File: src/hdl/irq_ctrl_pkg.sv
package irq_ctrl_pkg;

  // Source count and order limits
  localparam int SRC_COUNT = 21;
  localparam int ORDER_W = 5;
  localparam logic [4:0] RESERVED_ORDER = 5'h11;
  localparam logic [20:0] RESERVED_MASK = 21'h020000;
  // Primary flags that hardware clears when vectoring
  localparam logic [20:0] HW_CLEAR_MASK = 21'h000005;

  // Vector map
  localparam logic [15:0] RESET_VECTOR = 16'h0000;
  localparam logic [15:0] FIRST_VECTOR = 16'h0003;
  localparam logic [15:0] LAST_VECTOR = 16'h00A3;
  localparam int VECTOR_STEP_SHIFT = 3;

  // Register byte offsets on APB
  localparam logic [7:0] OFS_FIRST_EN = 8'h00;
  localparam logic [7:0] OFS_SECOND_EN = 8'h04;
  localparam logic [7:0] OFS_THIRD_EN = 8'h08;
  localparam logic [7:0] OFS_FIRST_PRIO = 8'h0C;
  localparam logic [7:0] OFS_SECOND_PRIO = 8'h10;
  localparam logic [7:0] OFS_THIRD_PRIO = 8'h14;
  localparam logic [7:0] OFS_PEND_A = 8'h18;
  localparam logic [7:0] OFS_PEND_B = 8'h1C;
  localparam logic [7:0] OFS_STATUS = 8'h20;

  // Field positions and reset values
  localparam int GLOBAL_EN_BIT = 7;
  localparam int FIRST_SRC_BITS = 7;
  localparam int SECOND_SRC_BITS = 8;
  localparam int THIRD_SRC_BITS = 6;
  localparam logic [7:0] EN_RESET = 8'h00;
  localparam logic [7:0] PRIO_RESET = 8'h00;
  localparam logic [7:0] FIRST_PRIO_READ_ONE = 8'h80;
  localparam logic [20:0] PEND_RESET = 21'h000000;

  // Latency figures in system clocks
  localparam int DETECT_CLOCKS = 1;
  localparam int CALL_CLOCKS = 5;
  localparam int MIN_RESPONSE_CLOCKS = DETECT_CLOCKS + CALL_CLOCKS;

  // Sequencer handshake into the controller
  typedef struct packed {
    logic insn_last;  // Final clock of the current instruction
    logic insn_is_return_from_interrupt;  // That instruction is a return_from_interrupt
    logic stall;  // Core stalled (flash write, USB buffer access)
  } cpu_seq_type;

  // Vectoring request toward the sequencer
  typedef struct packed {
    logic req;  // Start long_subroutine_call now
    logic high;  // Serviced level is high
    logic [15:0] vector;  // Call target
  } cpu_req_type;

  // Registered arbitration result
  typedef struct packed {
    logic valid;
    logic high;
    logic [4:0] order;
  } detect_type;

endpackage

File: src/hdl/two_level_interrupt_controller.sv
// Chosen here: the register addresses and register access over APB.
`timescale 1ns/1ns
`default_nettype none
module two_level_interrupt_controller (
  input wire logic pclk,
  input wire logic presetn,
  input wire logic psel,
  input wire logic penable,
  input wire logic pwrite,
  input wire logic [7:0] paddr,
  input wire logic [31:0] pwdata,
  output logic [31:0] prdata,
  output logic pready,
  output logic pslverr,
  input wire logic [20:0] flag_set_a,
  input wire logic [20:0] flag_set_b,
  input wire irq_ctrl_pkg::cpu_seq_type cpu_seq,
  output irq_ctrl_pkg::cpu_req_type cpu_req
);
  import irq_ctrl_pkg::*;

  // Lowest set bit wins the fixed order
  function automatic logic [4:0] lowest_order(input logic [20:0] v);
    logic [4:0] r;
    r = 5'h00;
    for (int i = SRC_COUNT - 1; i >= 0; i--) begin
      if (v[i]) begin
        r = 5'(i);
      end
    end
    return r;
  endfunction

  // Order to call target, 8-byte spacing
  function automatic logic [15:0] order_vector(input logic [4:0] ord);
    return FIRST_VECTOR + (16'(ord) << VECTOR_STEP_SHIFT);
  endfunction

  // Software-visible registers
  logic [7:0] first_enable_reg_ff;  // Bit 7 is global_irq_enable
  logic [7:0] second_enable_reg_ff;
  logic [7:0] third_enable_reg_ff;
  logic [7:0] first_priority_reg_ff;
  logic [7:0] second_priority_reg_ff;
  logic [7:0] third_priority_reg_ff;
  logic [20:0] pend_a_ff;  // Primary pending flags
  logic [20:0] pend_b_ff;  // Secondary pending flags
  // Nesting state
  logic in_low_ff;  // Low level routine active
  logic in_high_ff;  // High level routine active
  detect_type detect_ff;  // Winner sampled one clock ago
  // Bus answer registers
  logic [31:0] prdata_ff;
  logic pready_ff;
  logic pslverr_ff;
  cpu_req_type cpu_req_ff;

  // Bus phases
  logic setup_phase;
  logic bus_write;
  logic global_irq_enable;
  logic [20:0] src_enable;
  logic [20:0] src_prio;
  logic [20:0] src_flag;
  logic [20:0] src_req;
  logic [20:0] src_req_high;
  logic vector_now;  // Vectoring at this edge
  logic return_from_interrupt_now;  // Return completes at this edge
  logic eligible;
  logic [20:0] hw_clear;
  logic [20:0] nxt_pend_a;
  logic [20:0] nxt_pend_b;
  logic addr_known;
  logic [31:0] read_mux;

  assign setup_phase = psel & ~penable;
  // Write lands on the access edge the master samples pready
  assign bus_write = psel & penable & pready_ff & pwrite;

  // Flatten enables and priorities by fixed order
  assign global_irq_enable = first_enable_reg_ff[GLOBAL_EN_BIT];
  assign src_enable = {third_enable_reg_ff[THIRD_SRC_BITS-1:0],
                       second_enable_reg_ff,
                       first_enable_reg_ff[FIRST_SRC_BITS-1:0]};
  assign src_prio = {third_priority_reg_ff[THIRD_SRC_BITS-1:0],
                     second_priority_reg_ff,
                     first_priority_reg_ff[FIRST_SRC_BITS-1:0]};

  // Either flag of a source makes one shared request
  assign src_flag = pend_a_ff | pend_b_ff;
  // Disabled or reserved sources stay silent
  assign src_req = src_flag & src_enable & ~RESERVED_MASK
                   & {SRC_COUNT{global_irq_enable}};
  assign src_req_high = src_req & src_prio;

  // Detected winner may preempt only a lower level
  always_comb begin
    if (!detect_ff.valid || in_high_ff) begin
      eligible = 1'b0;
    end else if (detect_ff.high) begin
      eligible = 1'b1;
    end else begin
      eligible = ~in_low_ff;
    end
  end

  // Boundary, no stall; a call only when that instruction is not the return
  assign return_from_interrupt_now = cpu_seq.insn_last & cpu_seq.insn_is_return_from_interrupt & ~cpu_seq.stall;
  assign vector_now = eligible & cpu_seq.insn_last & ~cpu_seq.insn_is_return_from_interrupt
                      & ~cpu_seq.stall;

  // Only the winner's primary flag is cleared, and only if listed
  always_comb begin
    hw_clear = '0;
    if (vector_now) begin
      hw_clear[detect_ff.order] = HW_CLEAR_MASK[detect_ff.order];
    end
  end

  // Hardware clear, then software write, then hardware set wins
  always_comb begin
    nxt_pend_a = pend_a_ff & ~hw_clear;
    nxt_pend_b = pend_b_ff;
    if (bus_write && paddr == OFS_PEND_A) begin
      nxt_pend_a = pwdata[20:0];
    end
    if (bus_write && paddr == OFS_PEND_B) begin
      nxt_pend_b = pwdata[20:0];
    end
    nxt_pend_a = (nxt_pend_a | flag_set_a) & ~RESERVED_MASK;
    nxt_pend_b = (nxt_pend_b | flag_set_b) & ~RESERVED_MASK;
  end

  // Pending flags
  always_ff @(posedge pclk or negedge presetn) begin
    if (!presetn) begin
      pend_a_ff <= PEND_RESET;
      pend_b_ff <= PEND_RESET;
    end else begin
      pend_a_ff <= nxt_pend_a;
      pend_b_ff <= nxt_pend_b;
    end
  end

  // Enable and priority registers; all sources start low level
  always_ff @(posedge pclk or negedge presetn) begin
    if (!presetn) begin
      first_enable_reg_ff <= EN_RESET;
      second_enable_reg_ff <= EN_RESET;
      third_enable_reg_ff <= EN_RESET;
      first_priority_reg_ff <= PRIO_RESET;
      second_priority_reg_ff <= PRIO_RESET;
      third_priority_reg_ff <= PRIO_RESET;
    end else if (bus_write) begin
      case (paddr)
        OFS_FIRST_EN: begin
          first_enable_reg_ff <= pwdata[7:0];
        end
        OFS_SECOND_EN: begin
          second_enable_reg_ff <= pwdata[7:0];
        end
        OFS_THIRD_EN: begin
          third_enable_reg_ff <= pwdata[7:0] & 8'h3B;  // Bit 2 reserved
        end
        OFS_FIRST_PRIO: begin
          first_priority_reg_ff <= pwdata[7:0] & 8'h7F;
        end
        OFS_SECOND_PRIO: begin
          second_priority_reg_ff <= pwdata[7:0];
        end
        OFS_THIRD_PRIO: begin
          third_priority_reg_ff <= pwdata[7:0] & 8'h3B;
        end
        default: begin
          // Other offsets hold no enable state
        end
      endcase
    end
  end

  // Sample and decode every clock; high level first, then order
  always_ff @(posedge pclk or negedge presetn) begin
    if (!presetn) begin
      detect_ff <= '0;
    end else begin
      detect_ff.valid <= |src_req;
      detect_ff.high <= |src_req_high;
      detect_ff.order <= (|src_req_high) ? lowest_order(src_req_high)
                                         : lowest_order(src_req);
    end
  end

  // Nesting tracker; a return pops the innermost level
  always_ff @(posedge pclk or negedge presetn) begin
    if (!presetn) begin
      in_low_ff <= 1'b0;
      in_high_ff <= 1'b0;
    end else if (vector_now) begin
      if (detect_ff.high) begin
        in_high_ff <= 1'b1;
      end else begin
        in_low_ff <= 1'b1;
      end
    end else if (return_from_interrupt_now) begin
      if (in_high_ff) begin
        in_high_ff <= 1'b0;
      end else begin
        in_low_ff <= 1'b0;
      end
    end
  end

  // One-clock call request; vector held until the next call
  // Using the winner from one clock back lets a just-disabled source
  // fire once when the next clock ends an instruction, of any length
  always_ff @(posedge pclk or negedge presetn) begin
    if (!presetn) begin
      cpu_req_ff.req <= 1'b0;
      cpu_req_ff.high <= 1'b0;
      cpu_req_ff.vector <= RESET_VECTOR;
    end else begin
      cpu_req_ff.req <= vector_now;
      if (vector_now) begin
        cpu_req_ff.high <= detect_ff.high;
        cpu_req_ff.vector <= order_vector(detect_ff.order);
      end
    end
  end

  // Read decode, shared by data and error answers
  always_comb begin
    addr_known = 1'b1;
    read_mux = 32'h0000_0000;
    case (paddr)
      OFS_FIRST_EN: begin
        read_mux[7:0] = first_enable_reg_ff;
      end
      OFS_SECOND_EN: begin
        read_mux[7:0] = second_enable_reg_ff;
      end
      OFS_THIRD_EN: begin
        read_mux[7:0] = third_enable_reg_ff;
      end
      OFS_FIRST_PRIO: begin
        read_mux[7:0] = first_priority_reg_ff | FIRST_PRIO_READ_ONE;
      end
      OFS_SECOND_PRIO: begin
        read_mux[7:0] = second_priority_reg_ff;
      end
      OFS_THIRD_PRIO: begin
        read_mux[7:0] = third_priority_reg_ff;
      end
      OFS_PEND_A: begin
        read_mux[20:0] = pend_a_ff;
      end
      OFS_PEND_B: begin
        read_mux[20:0] = pend_b_ff;
      end
      OFS_STATUS: begin
        read_mux[0] = in_low_ff;
        read_mux[1] = in_high_ff;
        read_mux[2] = detect_ff.valid;
        read_mux[3] = detect_ff.high;
        read_mux[8:4] = detect_ff.order;
        read_mux[31:16] = cpu_req_ff.vector;
      end
      default: begin
        addr_known = 1'b0;  // Unmapped: error, reads zero
      end
    endcase
  end

  // APB answer: ready in the first access cycle, no wait states
  always_ff @(posedge pclk or negedge presetn) begin
    if (!presetn) begin
      prdata_ff <= 32'h0000_0000;
      pready_ff <= 1'b0;
      pslverr_ff <= 1'b0;
    end else begin
      pready_ff <= setup_phase;
      pslverr_ff <= setup_phase & ~addr_known;
      if (setup_phase && !pwrite) begin
        prdata_ff <= read_mux;
      end
    end
  end

  assign prdata = prdata_ff;
  assign pready = pready_ff;
  assign pslverr = pslverr_ff;
  assign cpu_req = cpu_req_ff;

  // Flag raised by a set pulse is visible next clock
  chk_flag_set_seen: assert property (
    @(posedge pclk) disable iff (!presetn)
    (|(flag_set_a & ~RESERVED_MASK))
      |=> ((pend_a_ff & $past(flag_set_a & ~RESERVED_MASK))
           == $past(flag_set_a & ~RESERVED_MASK)))
    else $error("pending flag not set by source");

  // Global enable low two clocks blocks any call
  chk_global_gate_off: assert property (
    @(posedge pclk) disable iff (!presetn)
    (!global_irq_enable ##1 !global_irq_enable) |=> !cpu_req_ff.req)
    else $error("call issued while global enable low");

  // No call directly at a return boundary
  chk_return_from_interrupt_one_insn: assert property (
    @(posedge pclk) disable iff (!presetn)
    (cpu_seq.insn_last && cpu_seq.insn_is_return_from_interrupt) |=> !cpu_req_ff.req)
    else $error("call issued at return boundary");

  // Stalled core never gets a call
  chk_stall_no_call: assert property (
    @(posedge pclk) disable iff (!presetn)
    cpu_seq.stall |=> !cpu_req_ff.req)
    else $error("call issued during stall");

  // High routine is never preempted
  chk_high_no_preempt: assert property (
    @(posedge pclk) disable iff (!presetn)
    in_high_ff |=> !cpu_req_ff.req)
    else $error("high level routine preempted");

  // Call lands in the vector table, never reserved slot
  chk_vector_table: assert property (
    @(posedge pclk) disable iff (!presetn)
    cpu_req_ff.req |-> (cpu_req_ff.vector[2:0] == 3'h3
      && cpu_req_ff.vector <= LAST_VECTOR
      && cpu_req_ff.vector != order_vector(RESERVED_ORDER)))
    else $error("vector outside table");

  // Call only after an instruction's final clock
  chk_req_boundary: assert property (
    @(posedge pclk) disable iff (!presetn)
    cpu_req_ff.req |-> $past(cpu_seq.insn_last))
    else $error("call off instruction boundary");

  // Level pushed with each call
  chk_level_push: assert property (
    @(posedge pclk) disable iff (!presetn)
    cpu_req_ff.req |-> (cpu_req_ff.high ? in_high_ff : in_low_ff))
    else $error("serviced level not recorded");

  // Fastest path: request one clock after detection
  chk_detect_latency: assert property (
    @(posedge pclk) disable iff (!presetn)
    (!in_low_ff && !in_high_ff && |src_req && !cpu_seq.stall
     ##1 (cpu_seq.insn_last && !cpu_seq.insn_is_return_from_interrupt && !cpu_seq.stall
          && !in_low_ff && !in_high_ff))
      |=> cpu_req_ff.req)
    else $error("detected request not serviced at boundary");

endmodule
`default_nettype wire

File: config.mk
export PLATFORM = sky130hd
export DESIGN_NAME = two_level_interrupt_controller
export DESIGN_NICKNAME = d
export VERILOG_FILES = /design/src/hdl/irq_ctrl_pkg.sv /design/src/hdl/two_level_interrupt_controller.sv
export SDC_FILE = /design/constraint.sdc
export NUM_CORES = 1
export LEC_CHECK = 0
export BUFFER_PORTS_ARGS = -buffer_cell sky130_fd_sc_hd__clkbuf_2
export CAP_MARGIN = 20
export CELL_PAD_IN_SITES_DETAIL_PLACEMENT = 1
export CELL_PAD_IN_SITES_GLOBAL_PLACEMENT = 1
export CORE_MARGIN = 2
export CORE_UTILIZATION = 43
export DETAILED_ROUTE_END_ITERATION = 7
export GPL_ROUTABILITY_DRIVEN = 0
export PLACE_DENSITY = 0.89
export SLEW_MARGIN = 15
export SYNTH_ARGS = -nofsm -noshare
export SYNTH_HDL_FRONTEND = slang
export SYNTH_SLANG_ARGS = --single-unit
File: constraint.sdc
create_clock -name pclk -period 2.2 [get_ports pclk]
set_input_delay 0.44 -clock pclk [delete_from_list [all_inputs] [get_ports pclk]]
set_output_delay 0.44 -clock pclk [all_outputs]
set_load 0.02 [all_outputs]
# Word-level counts from Yosys, hierarchy flattened
# Memory sizes are Yosys's and may differ from the RTL's.
# Cells that the tools add are included.
[totals]
reg_bits = 142
rom_bits = 32
in_bits = 90
out_inout_bits = 52
elab_cells = 142
mem_count = 1
[memory_table]
columns = ["name", "words", "width", "read_ports", "rd_ports_with_merged_regs", "write_ports", "line", "rtl"]
rows = [
  ["(no name shown)", 32, 1, 1, 0, 0, "two_level_interrupt_controller.sv:116", "hw_clear[detect_ff.order] = HW_CLEAR_MASK[detect_ff.order];"],
]
[classes]
n_addsub = 1
magnitude_cmp = 2
n_eq_ne = 11
n_mux = 64
bitwise_logic = 24
reduce_logical = 20
[op_table]
columns = ["operator", "count"]
rows = [
  ["5-bit 2-to-1 mux", 43],
  ["21-bit bitwise AND", 5],
  ["8-bit case mux with 9 select lines", 1],
  ["21-bit 2-to-1 mux", 3],
  ["21-bit bitwise OR", 3],
  ["21-bit OR reduction", 2],
  ["8-bit by 5-bit equality test with 1-bit output, second input constant", 4],
  ["21-bit inverter", 1],
  ["8-bit by 4-bit equality test with 1-bit output, second input constant", 2],
  ["5-bit case mux with 3 select lines", 1],
  ["7-bit case mux with 2 select lines", 1],
  ["2-bit AND reduction", 7],
  ["1-bit 2-to-1 mux", 12],
  ["11-bit 2-to-1 mux", 1],
  ["1-bit bitwise AND", 10],
  ["2-bit by 8-bit adder with 9-bit output, first input constant", 1],
  ["9-bit OR reduction", 1],
  ["8-bit by 3-bit equality test with 1-bit output, second input constant", 1],
  ["8-bit by 6-bit equality test with 1-bit output, second input constant", 1],
  ["8-bit zero test", 1],
  ["5-bit by 6-bit < comparator with 1-bit output, second input constant", 1],
  ["1-bit demux with 5-bit select", 1],
  ["5-bit by 1-bit greater-or-equal comparator with 1-bit output, second input constant", 1],
  ["1-bit inverter", 5],
  ["8 further kinds", 13],
]

# Longest topological paths before layout
# Gate-level depths: netlist of run 1.
[depth]
ltp_word = 26
depth_mapped = 9
mapped_depth_nobuf = 6

# Worst setup path after synthesis of run 1
# No wires, ideal clock.
[synth_path]
path_type = "input -> register"
startpoint = "input port paddr[4]"
endpoint = "register third_enable_reg_ff[0]"
setup_ns = 0.125
arrival_ns = 1.753
slack_ns = 0.322
cell_stages = 5
n_path_buf = 1
path_cell_list = "buf_4 > nor4_2 > nand3_1 > nor3_2 > mux2_2"
[synth_via]
elab_chain_cells = 2
[synth_lines]
columns = ["element", "line", "rtl"]
rows = [
  ["start: declaration", "two_level_interrupt_controller.sv:10", "input wire logic [7:0] paddr,"],
  ["8-bit by 4-bit equality test with 1-bit output", "two_level_interrupt_controller.sv:155", "case (paddr)"],
  ["2-bit AND reduction (no source line)", "--", ""],
  ["end signal: assignment", "two_level_interrupt_controller.sv:163", "third_enable_reg_ff <= pwdata[7:0] & 8'h3B;"],
  ["end: declaration", "two_level_interrupt_controller.sv:42", "logic [7:0] third_enable_reg_ff;"],
]
# No other way between the ends.
# A chain may end at the register's enable or synchronous reset.

# Final worst setup path of run 1
[layout_path]
startpoint = "register first_enable_reg_ff[7]"
endpoint = "register detect_ff[2] (netlist name)"
[layout_via]
elab_chain_cells = 24
elab_cells_between_ends = 46
[layout_lines]
columns = ["element", "line", "rtl"]
rows = [
  ["start: declaration", "two_level_interrupt_controller.sv:40", "logic [7:0] first_enable_reg_ff;"],
  ["start signal: assignment", "two_level_interrupt_controller.sv:157", "first_enable_reg_ff <= pwdata[7:0];"],
  ["21-bit bitwise AND (*)", "two_level_interrupt_controller.sv:93", "& {SRC_COUNT{global_irq_enable}};"],
  ["21-bit bitwise AND", "two_level_interrupt_controller.sv:94", "assign src_req_high = src_req & src_prio;"],
  ["5-bit 2-to-1 mux (21 in series)", "two_level_interrupt_controller.sv:27", "if (v[i]) begin"],
  ["5-bit 2-to-1 mux (*)", "two_level_interrupt_controller.sv:188", "detect_ff.order <= (|src_req_high) ? lowest_order(src_req_high)"],
  ["end: declaration", "two_level_interrupt_controller.sv:51", "detect_type detect_ff;"],
]
# Every way passes the cells marked *; elsewhere a longest branch is shown, timed or not.

==> out/metrics.cfg, run 1 <==
[power_and_ir_drop]
pwr-share-comb = 0.058
power.net_switching_mw = 1.31
power_frac_clock = 0.521
p_leak_nw = 3.92
p_sw_frac = 0.239
power.density_nw_per_um2 = 662
finalPower_mw = 5.46
internal_power_mw = 4.16
seq_power_share = 0.420
ir_drop_mv = 0.548

[logic_synthesis]
synth.most_common_cell = dfrtp_1
synth_seq_cells = 124
synth-seq-area-share = 0.466
synth-edff-count = 0
async_flop_share = 1.00
syn-cell-area_um2 = 6660
yosysTopAreaCell = dfrtp_1
synth_flop_cell = dfrtp_1
synth.avg_cell_area_um2 = 10.5
synth_top_area_frac = 0.466
synthTopCellsByCount = dfrtp_1 (124), nand2_1 (98), mux2_2 (52)
synth_area_leaders = dfrtp_1 (47%), mux2_2 (8.8%), nand2_1 (5.5%), mux2i_1 (3.2%), buf_4 (2.5%)
yosysWarnings = 0
ys_types = 67
syn_inst = 634

[route]
route.met2.wl_mm = 11.6
drt-pass1-iter-count = 6
via_count = 6245
drtIter0Drc = 573
totalWireLength_mm = 25.0
drtAntennaViolNets = 0
dr_wl_met3_mm = 2.02
top_layer_used = met4
routedWlPerCell_um = 25.7
drc = 0
wl_met1_mm = 9.82
vias_per_cell = 6.41

[setup_path]
crit_end = detect_ff[2]$_DFF_PN0_
startpoint = first_enable_reg_ff[7]$_DFFE_PN0P_
start_kind = register
cp.arrival_ns = 2.57
r2r_setup_slack_ns = -0.05
r2r_cells = 8
rr_startpoint = first_enable_reg_ff[7]$_DFFE_PN0P_
worstSetupEndpointType = register
worst-path-max-fanout = 26
r2r-end = detect_ff[2]$_DFF_PN0_
required_ns = 2.51
critical_path_class = register to register

[timing]
finalSetupViolations = 1
layout_min_cycle_time_ns = 2.25
setup_slack_ns = -0.0534
max_freq_ghz = 0.444
fin_skew_ns = 0.0122
hold_slack_ns = 0.203
post-route-period-util = 1.02
finalHoldViolCount = 0
final_max_slew_viol_count = 0
worst_pin_slew_ns = 0.667
max-slew-margin-rel = 0.553

[floorplan]
die_h_um = 128
coreArea_um2 = 15100
rows = 45
dieWidth_um = 128
die_area_um2 = 16500
ioPinCount = 142
start_util = 0.440

[layout]
fill_cells = 1663
drive_gt1_frac = 0.318
final_core_util = 0.545
syn_to_final_growth_pct = 24.0
final_area_um2 = 8260
n_antenna_cell = 0
final_nets = 863
stdcell_count = 974

[global_routing]
grt.total_usage = 0.308
grt_max_degree = 41
antenna_found_initial = 0
grt_pass1_vias = 6589
grt_pass1_wl_mm = 38.2
overflow = 0

[place]
io_buffers = 110
dp_cells = 941
postPlaceCellArea_um2 = 7630
hpwl_mm = 17.4

[clock_network]
cts.clk_slew.worst_paths_ns = 0.06
worstSkewPairLatency_ns = 0.43
clockBufferDepth = 2
cts_made_buffers = 17
cts_tree = built
cts_sinks = 124
cts_max_level = 4
clock-root-buffer = clkbuf_16

[status]
violations = setup timing
outcome = finished with violations

[run]
maxCapViolations = 0

[worst_hold_path]
worstHoldPathType = primary input to register

## placed cells by master, fill, tap and decap left out, drive strengths merged, types with 3 or more instances in the layout
cell      instances
nor2b            22
clkinvlp          4
buf              44
o21ai            27
o31ai            12
nand4             5
nand3            10
nand2b            4
a211o            18
nand3b           22
nor2             24
nand2            98
conb             17
nor3              9
mux2i            21
a21oi            17
a21boi            3
a211oi            3
o2111ai           9
mux2             52
o211ai           19
a22o              3
o211a            10
inv               3
nor4              4
a221oi            4
clkinv            3
clkbuf          132
dfrtp           124
a2111oi           3
o2111a            9
and3              7
a31oi             5
## routing by layer
layer,global-route usage,vias to the layer above
li1,-,2618
met1,0.381,3087
met2,0.499,414
met3,0.0665,126
met4,0.184,0
met5,0,-
## metrics by stage
step	worst slack (ns)	TNS, ns
CTS	0.0374	0
global placement	0.128	0
finish	-0.0534	-0.0534
detailed placement	-0.0161	-0.0719
global route	-0.000858	-0.000858
floorplan	0.322	0
## critical path, cell delays in order (launching register included)
cell      delay (ns)
dfrtp_1         0.42
buf_12          0.18
o211a_1         0.17
buf_4           0.18
nor4bb_2        0.45
o21ai_0         0.19
a21oi_1         0.26
o31ai_1         0.11
a21o_1          0.17
## registers in the layout, indices dropped and copies added (netlist names)
register / flops
cpu_req: 8
detect_ff: 7
first_enable_reg_ff: 8
first_priority_reg_ff: 7
in_high_ff: 1
in_low_ff: 1
pend_a_ff: 20
pend_b_ff: 20
prdata: 24
pready: 1
pslverr: 1
second_enable_reg_ff: 8
second_priority_reg_ff: 8
third_enable_reg_ff: 5
third_priority_reg_ff: 5
## power by group through the flow
stage / combinational, mW / clock [mW] / sequential [mW]
2_1_floorplan: 0.135 / 0 / 2.34
4_1_cts: 0.317 / 2.87 / 2.30
3_3_place_gp: 0.297 / 0 / 2.34
5_1_grt: 0.344 / 2.98 / 2.30
6_report: 0.319 / 2.85 / 2.30
3_5_place_dp: 0.311 / 0 / 2.34
## cells by family after synthesis
| family | synth area share |
|---|---|
| simple gates | 0.173 |
| flops | 0.466 |
| compound gates | 0.187 |
| mux | 0.126 |
| buf+inv | 0.0473 |
| other cells | 0.000563 |
## worst min path at each step
stage / from / endpoint / slack [ns] / cells after the start
floorplan: presetn / cpu_req[16]$_DFFE_PN0P_ / 0.14 / 0
global route: flag_set_a[15] / pend_a_ff[15]$_DFF_PN0_ / 0.20 / 2
global placement: presetn / pslverr$_DFF_PN0_ / 0.37 / 1
finish: flag_set_a[1] / pend_a_ff[1]$_DFF_PN0_ / 0.20 / 2
CTS: flag_set_a[18] / pend_a_ff[18]$_DFF_PN0_ / 0.19 / 2
detailed placement: presetn / prdata[6]$_DFFE_PN0P_ / 0.37 / 1
## repair_timing
item,CTS,global route
gates resized for setup,0,4
setup endpoints to repair,0,3
setup buffers,0,0
hold endpoints to repair,21,0
hold buffers,1,0
## cell type report
class / count / area [um^2] / area share
sequential: 124 / 3100 / 0.376
multi-input combinational: 473 / 3350 / 0.405
tap: 188 / 235 / 0.0285
clock buffer: 23 / 478 / 0.0579
timing repair buffer: 154 / 973 / 0.118
clock inverter: 9 / 113 / 0.0136
inverter: 3 / 11.3 / 0.00136
Note: power is estimated with default switching activity, not from simulation.
==> run 2, diff against run 1 <==
CORE_UTILIZATION = 44   (was 43)
CTS_BUF_LIST = sky130_fd_sc_hd__clkbuf_2 sky130_fd_sc_hd__clkbuf_4 sky130_fd_sc_hd__clkbuf_8   (was default)
HOLD_SLACK_MARGIN = 0.1   (was default)
PLACE_DENSITY = 0.91   (was 0.89)
==> run 2 against run 1 <==
The run still ends with setup timing left. Clock skew decreased by 0.00070 ns. Combinational power down 2%. Flip-flop and latch count unchanged. First-iteration DRC count rose by 18%. Final cell count decreased by 1.0%. Power fell by 16%. Global-route usage shrank 2.2 points.
==> out/metrics.cfg, run 2 (same netlist as run 1, synthesis figures left out) <==
[setup_path]
crit_cells = 7  ; -1
path_cells = buf_12 -> o2111ai_1 -> a21boi_0 -> o31ai_1 -> a311oi_1 -> o21ai_0 -> o21ai_1
critPathSlowestCell = a311oi_1
worst-path-max-fanout = 26  ; unchanged
required_ns = 2.56  ; +0.05 ns
cpLargestDelayFamily = compound AO/OA/AOI/OAI gates
worstSetupEndpointType = register
slowest_delay_ns = 0.45  ; about the same
critical_path_class = register to register
start_kind = register
critical_path_buf_inv_count = 1  ; -1
r2r_cells = 7  ; -1
cp.arrival_ns = 2.58  ; about the same

[timing]
worst_pin_slew_ns = 0.538  ; -0.130 ns
finalHoldViolCount = 0  ; unchanged
finalSetupViolations = 1  ; unchanged
layout_min_cycle_time_ns = 2.22  ; -0.0380 ns
setup_slack_ns = -0.0153  ; +0.0380 ns
final_max_slew_viol_count = 0  ; unchanged
max-slew-margin-rel = 0.640  ; +0.0869
hold_slack_ns = 0.169  ; -0.0333 ns
post-route-period-util = 1.01  ; -0.0173
rsz0062_at_grt = no
fin_skew_ns = 0.0115  ; -0.000701 ns
max_freq_ghz = 0.451  ; +1.7%
tns_ns = -0.0153  ; +0.0380 ns

[route]
drtAntennaViolNets = 0  ; unchanged
via_count = 6138  ; -1.7%
drt-pass1-iter-count = 8  ; +2
routedWlPerCell_um = 23.7  ; -7.9%
drc = 0  ; unchanged
drtIter0Drc = 675  ; +18%
vias_per_cell = 6.37  ; -0.69%
totalWireLength_mm = 22.8  ; -8.9%

[power_and_ir_drop]
p_leak_nw = 3.81  ; -2.7%
pwr-share-comb = 0.068  ; +0.010
ir_drop_mv = 0.299  ; -45%
seq_power_share = 0.502  ; +0.082
p_sw_frac = 0.242  ; +0.00324
power_frac_clock = 0.429  ; -0.092
finalPower_mw = 4.57  ; -16%
power.density_nw_per_um2 = 572  ; -14%
power.net_switching_mw = 1.11  ; -15%
internal_power_mw = 3.46  ; -17%

[floorplan]
die_area_um2 = 16100  ; -2.2%
dieWidth_um = 127  ; -1.1%
coreArea_um2 = 14600  ; -3.3%
start_util = 0.455  ; +0.0151
rows = 44  ; -2.2%
die_h_um = 127  ; -1.1%
ioPinCount = 142  ; unchanged

[status]
violations = setup timing
outcome = finished with violations

[worst_hold_path]
worstHoldPathType = primary input to register
hold_path_depth = 2  ; unchanged

[clock_network]
cts.clk_slew.worst_paths_ns = 0.07  ; about the same
cts_made_buffers = 17  ; unchanged
cts_tree = built
cts_max_level = 4  ; unchanged
clockBufferDepth = 2  ; unchanged
cts_setup_buffers = 0  ; unchanged
clock-root-buffer = clkbuf_8
cts_sinks = 124  ; unchanged
worstSkewPairLatency_ns = 0.45  ; +0.02 ns

[global_routing]
grt.total_usage = 0.286  ; -0.0219
grt_use_met2 = 0.481  ; -0.0183
antenna_found_initial = 0  ; unchanged
grtUsageMet1 = 0.353  ; -0.0275
overflow = 0  ; unchanged
grt_pass1_vias = 6367  ; -3.4%
top_usage_layer = met2
grt_max_degree = 55  ; +34%
met3_usage = 0.0595  ; -0.00706
grt_pass1_wl_mm = 35.1  ; -8.0%

[layout]
final_core_util = 0.546  ; about the same
syn_to_final_growth_pct = 20.0
drive_gt1_frac = 0.317  ; -0.00140
layout_commonest_cell = dfrtp_1
n_antenna_cell = 0  ; unchanged
final_nets = 859  ; -0.46%
stdcell_count = 964  ; -1.0%
largest_reg_flops = 24  ; unchanged
final_cell_mix = dfrtp_1 (124), clkbuf_2 (109), nand2_1 (98)

[place]
io_buffers = 110  ; unchanged
hpwl_mm = 16.9  ; -3.0%
dp_cells = 933  ; -0.85%

[run]
maxCapViolations = 0  ; unchanged

[run 2: metal layers]
layer | routed length [um] | vias up | share of wire
li1 | - | 2606 | -
met1 | 8960 | 3101 | 0.39
met2 | 11200 | 329 | 0.49
met3 | 1480 | 102 | 0.065
met4 | 1130 | 0 | 0.050
met5 | 0 | - | 0
[run 2: metrics by stage]
| stage | area (um^2) | setup WS [ns] |
|---|---|---|
| final | 7990 | -0.0153 |
| after global routing | 7990 | 0.00577 |
| after CTS | 7980 | 0.0833 |
| after detailed placement | 7590 | 0.0571 |
| after global placement | 7590 | 0.151 |
| after floorplan | 6720 | 0.322 |
[run 2: worst register-to-register path: stages (launching register included)]
cell	delay (ns)
dfrtp_1	0.40
buf_12	0.18
o2111ai_1	0.22
a21boi_0	0.36
o31ai_1	0.13
a311oi_1	0.46
o21ai_0	0.23
o21ai_1	0.16
[run 2: final timing paths]
kind	from	endpoint	slack, ns
hold reg to reg	prdata[8]$_DFFE_PN0P_	prdata[8]$_DFFE_PN0P_	0.49
max in group asynchronous	presetn	first_priority_reg_ff[6]$_DFFE_PN0P_	1.01
hold / removal	flag_set_a[3]	pend_a_ff[3]$_DFF_PN0_	0.17
setup reg to reg	first_enable_reg_ff[7]$_DFFE_PN0P_	detect_ff[1]$_DFF_PN0_	-0.02
setup / recovery	first_enable_reg_ff[7]$_DFFE_PN0P_	detect_ff[1]$_DFF_PN0_	-0.02
min in group asynchronous	presetn	prdata[13]$_DFFE_PN0P_	0.49
[run 2: final cells by class]
type	count	area, um^2
clock buffer	22	278
inverter	3	11.3
timing repair buffer	150	943
sequential	124	3100
clock inverter	8	95.1
fill	1642	6650
multi-input combinational	473	3330
tap	184	230
[run 2: timing repair]
action / in CTS / in global routing
endpoints found under the hold margin: 33 / 0
hold buffers: 1 / 0
resized for setup: 0 / 2
endpoints found under the setup margin: 0 / 2
[run 2: power groups by stage]
stage / Sequential, mW / Clock [mW] / Combinational [mW]
finish: 2.29 / 1.96 / 0.312
global route: 2.29 / 2.09 / 0.338
CTS: 2.29 / 1.98 / 0.312
detailed placement: 2.34 / 0 / 0.308
global placement: 2.34 / 0 / 0.296
floorplan: 2.34 / 0 / 0.135
